===== src/design/dps_params.svh =====
`ifndef DPS_PARAMS_SVH
`define DPS_PARAMS_SVH

// Clock period of the controller clock, in nanoseconds.
`define DPS_CLK_PERIOD_NS 25
// Longest access time of the memory port, in nanoseconds.
`define DPS_T_ACCESS_NS 55
// Cycles that the strobe phase lasts, rounded up to whole cycles.
`define DPS_ACCESS_CYC \
    ((`DPS_T_ACCESS_NS + `DPS_CLK_PERIOD_NS - 1) / `DPS_CLK_PERIOD_NS)
// Width of the strobe phase counter.
`define DPS_CNT_W 4
// Address and data widths of one port.
`define DPS_ADDR_W 14
`define DPS_DATA_W 16
// Position of the flag data bit and of the lane boundary.
`define DPS_FLAG_BIT 0
`define DPS_LANE_SPLIT 8
// Idle pin level: every control pin high.
`define DPS_PIN_IDLE 1'h1

`endif


===== src/design/dps_pkg.sv =====
package dps_pkg;

    // Operations that the user side may request.
    typedef enum logic [1:0]
    {
        DPS_OP_READ       = 2'h0,
        DPS_OP_WRITE      = 2'h1,
        DPS_OP_FLAG_READ  = 2'h2,
        DPS_OP_FLAG_WRITE = 2'h3
    } dps_op_type;

    // One request from the user side.
    typedef struct packed
    {
        dps_op_type  op;
        logic [13:0] addr;
        logic [15:0] wdata;
        logic        high_lane;
        logic        low_lane;
    } dps_req_type;

    // Every pin that the controller drives into one memory port.
    typedef struct packed
    {
        logic        ce_n;
        logic        rw_n;
        logic        oe_n;
        logic        high_lane_select_n;
        logic        low_lane_select_n;
        logic        flag_access_n;
        logic [13:0] addr;
        logic [15:0] data_out;
        logic [15:0] data_oe;
    } dps_pins_type;

endpackage


===== src/design/dps_port_host.sv =====
// Notes on behaviour
// - A write with the high lane selected writes bits 8 to 15.
// - A write with the low lane selected writes bits 0 to 7.
// - Normal behaviour holds only while the ports use different addresses.
// - A flag write loads data bit 0 on the rising read/write edge.
// - Devices cascade side by side to widen the word, one as master.
`timescale 1ns/1ps
`default_nettype none
`include "dps_params.svh"

module dps_port_host #(
    parameter int         ACCESS_CYCLES = `DPS_ACCESS_CYC,
    parameter logic       MASTER        = 1'h1
) (
    input  wire logic                  clock,
    input  wire logic                  rstn,
    input  wire logic                  req_valid,
    input  wire dps_pkg::dps_req_type  req,
    output var  logic                  req_ready,
    output var  logic                  done,
    output var  logic [15:0]           rdata,
    output var  logic                  flag_value,
    output var  dps_pkg::dps_pins_type pins,
    input  wire logic [15:0]           data_in,
    input  wire logic                  busy_n,
    output var  logic                  ms_sel
);

    //------------------------------------------------------------------
    // Sequencer
    //------------------------------------------------------------------

    typedef enum logic [3:0]
    {
        DPS_IDLE   = 4'h1,
        DPS_SETUP  = 4'h2,
        DPS_ACCESS = 4'h4,
        DPS_HOLD   = 4'h8
    } dps_state_type;

    localparam logic [`DPS_CNT_W-1:0] ACC_CNT =
        `DPS_CNT_W'(ACCESS_CYCLES);

    dps_state_type          state;
    dps_state_type          next_state;
    logic [`DPS_CNT_W-1:0]  count;
    dps_pkg::dps_op_type    op;
    logic                   stall;

    // Tells whether an operation touches the flags instead of the array.
    function automatic logic dps_is_flag(input dps_pkg::dps_op_type o);
        dps_is_flag = (o == dps_pkg::DPS_OP_FLAG_READ) ||
                      (o == dps_pkg::DPS_OP_FLAG_WRITE);
    endfunction

    // Tells whether an operation drives data into the port.
    function automatic logic dps_is_write(input dps_pkg::dps_op_type o);
        dps_is_write = (o == dps_pkg::DPS_OP_WRITE) ||
                       (o == dps_pkg::DPS_OP_FLAG_WRITE);
    endfunction

    // Busy from a master only stretches array accesses, never flag ones.
    assign stall = !busy_n && !dps_is_flag(op);

    // Chooses the next phase of the access.
    always_comb
    begin
        next_state = state;
        case (state)
            DPS_IDLE:
                next_state = req_valid ? DPS_SETUP : DPS_IDLE;
            DPS_SETUP:
                next_state = DPS_ACCESS;
            DPS_ACCESS:
                if (count == `DPS_CNT_W'(1) && !stall)
                    next_state = DPS_HOLD;
            DPS_HOLD:
                next_state = DPS_IDLE;
            default:
                next_state = DPS_IDLE;
        endcase
    end

    // Holds the phase, the strobe counter and the taken operation.
    always_ff @(posedge clock)
    begin
        if (!rstn)
        begin
            state <= DPS_IDLE;
            count <= '0;
            op    <= dps_pkg::DPS_OP_READ;
        end
        else
        begin
            state <= next_state;
            if (state == DPS_IDLE && req_valid)
                op <= req.op;
            if (state == DPS_SETUP)
                count <= ACC_CNT;
            else if (state == DPS_ACCESS && !stall && count != '0)
                count <= count - `DPS_CNT_W'(1);
        end
    end

    //------------------------------------------------------------------
    // Port pins
    //------------------------------------------------------------------

    // Drives the port; every access starts from and returns to deselect.
    always_ff @(posedge clock)
    begin
        if (!rstn)
        begin
            pins.ce_n               <= `DPS_PIN_IDLE;
            pins.rw_n               <= `DPS_PIN_IDLE;
            pins.oe_n               <= `DPS_PIN_IDLE;
            pins.high_lane_select_n <= `DPS_PIN_IDLE;
            pins.low_lane_select_n  <= `DPS_PIN_IDLE;
            pins.flag_access_n      <= `DPS_PIN_IDLE;
            pins.addr               <= '0;
            pins.data_out           <= '0;
            pins.data_oe            <= '0;
        end
        else
        begin
            case (state)
                DPS_IDLE:
                begin
                    if (req_valid)
                    begin
                        pins.addr <= req.addr;
                        if (dps_is_flag(req.op))
                        begin
                            // Chip enable and selects stay high here.
                            pins.flag_access_n <= 1'h0;
                            pins.data_out <=
                                {16{req.wdata[`DPS_FLAG_BIT]}};
                            pins.data_oe <=
                                {16{dps_is_write(req.op)}};
                        end
                        else
                        begin
                            pins.ce_n               <= 1'h0;
                            pins.high_lane_select_n <= !req.high_lane;
                            pins.low_lane_select_n  <= !req.low_lane;
                            pins.data_out           <= req.wdata;
                            pins.data_oe <= dps_is_write(req.op) ?
                                {{8{req.high_lane}},
                                 {8{req.low_lane}}} : 16'h0000;
                        end
                        // Reads float the bus before the port drives.
                        pins.oe_n <= dps_is_write(req.op);
                    end
                end
                DPS_SETUP:
                begin
                    pins.rw_n <= !dps_is_write(op);
                end
                DPS_ACCESS:
                begin
                    if (next_state == DPS_HOLD)
                    begin
                        // Rising read/write latches data, bus still held.
                        pins.rw_n <= 1'h1;
                        pins.oe_n <= 1'h1;
                    end
                end
                DPS_HOLD:
                begin
                    pins.ce_n               <= 1'h1;
                    pins.flag_access_n      <= 1'h1;
                    pins.high_lane_select_n <= 1'h1;
                    pins.low_lane_select_n  <= 1'h1;
                    pins.data_oe            <= '0;
                end
                default:
                begin
                    pins.rw_n <= 1'h1;
                end
            endcase
        end
    end

    // Fixes the cascade role of the attached device.
    always_ff @(posedge clock)
    begin
        if (!rstn)
        begin
            ms_sel <= 1'h1;
        end
        else
        begin
            ms_sel <= MASTER;
        end
    end

    //------------------------------------------------------------------
    // User answer
    //------------------------------------------------------------------

    // Captures read data at the end of the strobe and pulses done.
    always_ff @(posedge clock)
    begin
        if (!rstn)
        begin
            req_ready  <= 1'h0;
            done       <= 1'h0;
            rdata      <= '0;
            flag_value <= 1'h0;
        end
        else
        begin
            req_ready <= (next_state == DPS_IDLE);
            done      <= (state == DPS_HOLD);
            if (state == DPS_ACCESS && next_state == DPS_HOLD &&
                !dps_is_write(op))
            begin
                rdata <= data_in;
                if (dps_is_flag(op))
                    flag_value <= data_in[`DPS_FLAG_BIT];
            end
        end
    end
endmodule

`default_nettype wire


===== config.mk =====
export PLATFORM = sky130hd
export DESIGN_NAME = dps_port_host
export DESIGN_NICKNAME = d
export VERILOG_FILES = /design/src/design/dps_pkg.sv /design/src/design/dps_port_host.sv
export VERILOG_INCLUDE_DIRS = /design/src /design/src/design
export SDC_FILE = /design/constraint.sdc
export NUM_CORES = 1
export LEC_CHECK = 0
export BUFFER_PORTS_ARGS = -buffer_cell sky130_fd_sc_hd__buf_2
export CAP_MARGIN = 20
export CORE_AREA = 2 2 81 83
export CTS_BUF_LIST = sky130_fd_sc_hd__clkbuf_8
export CTS_CLUSTER_DIAMETER = 120
export DETAILED_ROUTE_END_ITERATION = 7
export DIE_AREA = 0 0 83 85
export PLACE_DENSITY = 0.82
export SKIP_CTS_REPAIR_TIMING = 1
export SLEW_MARGIN = 20
export SYNTH_ARGS = -nofsm -noshare
export SYNTH_HDL_FRONTEND = slang
export SYNTH_SLANG_ARGS = --single-unit

===== constraint.sdc =====
create_clock -name clock -period 2.3 [get_ports clock]
set_input_delay 0 -clock clock [delete_from_list [all_inputs] [get_ports clock]]
set_output_delay 0 -clock clock [all_outputs]
set_load 0.01 [all_outputs]

==> metrics.cfg <==
[global_routing]
grt_pass1_wl_mm=10.9
gr-total-overflow=0
grt_max_degree=50
grt_pass1_vias=2475
grt_use_total_pct=18.8
antenna_found_initial=0

[clock_network]
clk_latency_ps=330
root_buffer=clkbuf_8
cts_buffers=9
clock_path_buffers=2
clk_pin_slew_worst_paths_ps=70
htree_levels=3
cts.sinks=67
cts_tree=built

[synthesis]
yosysSeqAreaShare_pct=44.4
synth.avg_cell_area_um2=8.97
netlist_area_um2=3020
synth-edff-count=0
ys.flop_type=dfxtp_1
ys_ff_latch=67
synth_cell_type_count=46
synthArstFlopShare_pct=0
syn_inst=337
syn_nets=393
yosysWarningCount=0

[sta]
fin_setup_tns_ps=0
clock_skew_ps=7.45
final_hold_viol_count=1
max_freq_mhz=500
rsz0062_at_grt=no
fin_crit_ps=2000
slew_headroom_pct=58.5
drv_slew=0
timing.final.crit_share_pct=87.0
setup_violations=0
hold_slack_ps=-3.62
worst_pin_slew_ps=614
fin_ws_ps=299

[placed_design]
placed_cells=505
placed_area_um2=3560
pre_cts_slack_ps=298
port_buffers=124
dpl.hpwl_mm=4.73
gp_congestion=0.766

[detailed_routing]
dr.pass1.iters=4
wl_per_cell_um=13.3
ant_nets=0
drtIter0Drc=145
viasPerCell=4.98
vias=2765
drc=0
wl_mm=7.40

[die]
fp.dieW_um=83
rows=29
core_area_um2=6200
start_util_pct=48.7
boundaryPins=126
die_height_um=85
dieArea_um2=7060

[finish]
fillers=507
diodes=0
multi_input_area_um2=1380
regArea_um2=1340
stdcell_count=555
fin_area_um2=4090
layout_common_cells=buf_2 (124), dfxtp_1 (67), nand2_1 (58)
fin_nets=530
drive_gt1_share_pct=36.8
areaGrowthSynthToFinish_pct=35.2
final_common_cell=buf_2

[critical_path]
required_ps=2530
crit_path_max_incr_delay_ps=500
end_kind=flop
r2r.worst_path.cells=6
critPathSlowestCell=or4_4
worstSetupPathType=reg -> reg
critPathTopFamily=simple AND/OR/NAND/NOR gates
critPathBufInv=1
arrival_ps=2230
ff2ff_setup_slack_ps=300
r2r_end=rdata[8]$_SDFFE_PN0P_
regToRegStartpoint=count[0]$_SDFFE_PN0P_
worstPathCellList=ha_1 -> or3b_2 -> or4_4 -> buf_12 -> nand3_1 -> o21ai_2
cp_max_fo=28
start_kind=flop

[min_path]
worstHoldStart=req[0]
hold_depth=3
whs_endpoint=pins[47]$_SDFFE_PN1P_
hold_path.class=in -> reg

[power_and_ir_drop]
power_leakage_uw=0.00201
power_density_nw_per_um2=632
vdd_drop_max_mv=0.466
p_total_uw=2580

[status]
status=complete, but fails checks
violations=hold timing

[run]
cap_violations=0

[where the power goes]
part / switching (µW) / total [µW] / internal, µW
Clock: 439 / 926 / 487
Combinational: 209 / 405 / 196
Sequential: 31.6 / 1250 / 1220
[Yosys cell counts (2+ instances only)]
master     n  area, µm²
o211a_1   14        140
xnor2_1    2       17.5
nor3b_1    3       22.5
buf_6      2       22.5
o21a_1     2       15.0
buf_1      2       7.51
a21boi_0  18        135
nand3_2    9       90.1
o21ai_0    5       25.0
nor2b_1    2       12.5
a311oi_1   2       17.5
nor3_1     2       10.0
and4_1     2       17.5
ha_1       2       25.0
o22ai_1    2       12.5
dfxtp_1   67       1340
buf_2      2       10.0
a31oi_1    3       18.8
a21oi_1    3       15.0
nor2_1    14       52.6
inv_1      8       30.0
clkbuf_1  16       60.1
nand3_1   21        105
and3_1     4       25.0
or3b_2     2       17.5
o21ai_2   16        140
buf_4     16        120
nand2_1   58        218
nand2b_1  18        113
buf_8      2       30.0
o211ai_1   3       22.5
[sequential cells by signal, indices dropped and copies added (netlist names)]
name        flops
pins           38
op              2
state           4
req_ready       1
rdata          16
flag_value      1
count           4
done            1
[per-stage QoR]
stage	utilization (%)	hold WS, ps
global route	65.9	7.06
detailed placement	57.3	249
floorplan	-	136
CTS	60.3	-109
global placement	57.3	246
finish	65.9	-3.62
[cell families after synthesis]
| family | count (synthesis) | share of synthesized area (%) |
|---|---|---|
| DFF | 67 | 44.4 |
| and+or+nand+nor | 143 | 24.8 |
| other | 1 | 0.124 |
| adders and majority gates | 2 | 0.827 |
| buffers and inverters | 49 | 9.93 |
| xor gates and xnor gates | 3 | 0.869 |
| AOI/OAI and AO/OA | 72 | 19.1 |
[tightest hold or removal path, delay by kind of cell]
| kind | cells | cell delay (ps) |
|---|---|---|
| buffers and inverters | 1 | 90 |
| and+or+nand+nor | 1 | 110 |
| AOI/OAI and AO/OA | 1 | 80 |
[worst max-delay path by stage]
| stage | to | slack [ps] | startpoint | cells past startpoint |
|---|---|---|---|---|
| 6_report | rdata[8]$_SDFFE_PN0P_ | 300 | count[0]$_SDFFE_PN0P_ | 6 |
| 5_1_grt | rdata[5]$_SDFFE_PN0P_ | 170 | count[0]$_SDFFE_PN0P_ | 6 |
| 4_1_cts | rdata[8]$_SDFFE_PN0P_ | 290 | count[0]$_SDFFE_PN0P_ | 6 |
| 3_5_place_dp | rdata[8]$_SDFFE_PN0P_ | 300 | count[0]$_SDFFE_PN0P_ | 6 |
| 3_3_place_gp | rdata[7]$_SDFFE_PN0P_ | 360 | count[0]$_SDFFE_PN0P_ | 6 |
| 2_1_floorplan | rdata[5]$_SDFFE_PN0P_ | 330 | state[1]$_SDFF_PN0_ | 7 |
[metal layers]
metal / share of wire (%) / track usage, % / vias up
met5: 0 / 0 / -
met4: 2.4 / 8.49 / 0
met3: 6.1 / 5.64 / 13
met2: 50 / 31.7 / 98
met1: 42 / 22.3 / 1242
li1: - / - / 1412
[layout make-up]
| cell class | count | area share (%) |
|---|---|---|
| well taps | 77 | 2.36 |
| clock buffers | 9 | 3.03 |
| repair buffers | 167 | 25.8 |
| flip-flops and latches | 67 | 32.8 |
| clock inverters | 6 | 1.44 |
| inverters | 8 | 0.734 |
| multi-input cells | 221 | 33.8 |
Note: power is estimated with default switching activity, not from simulation.
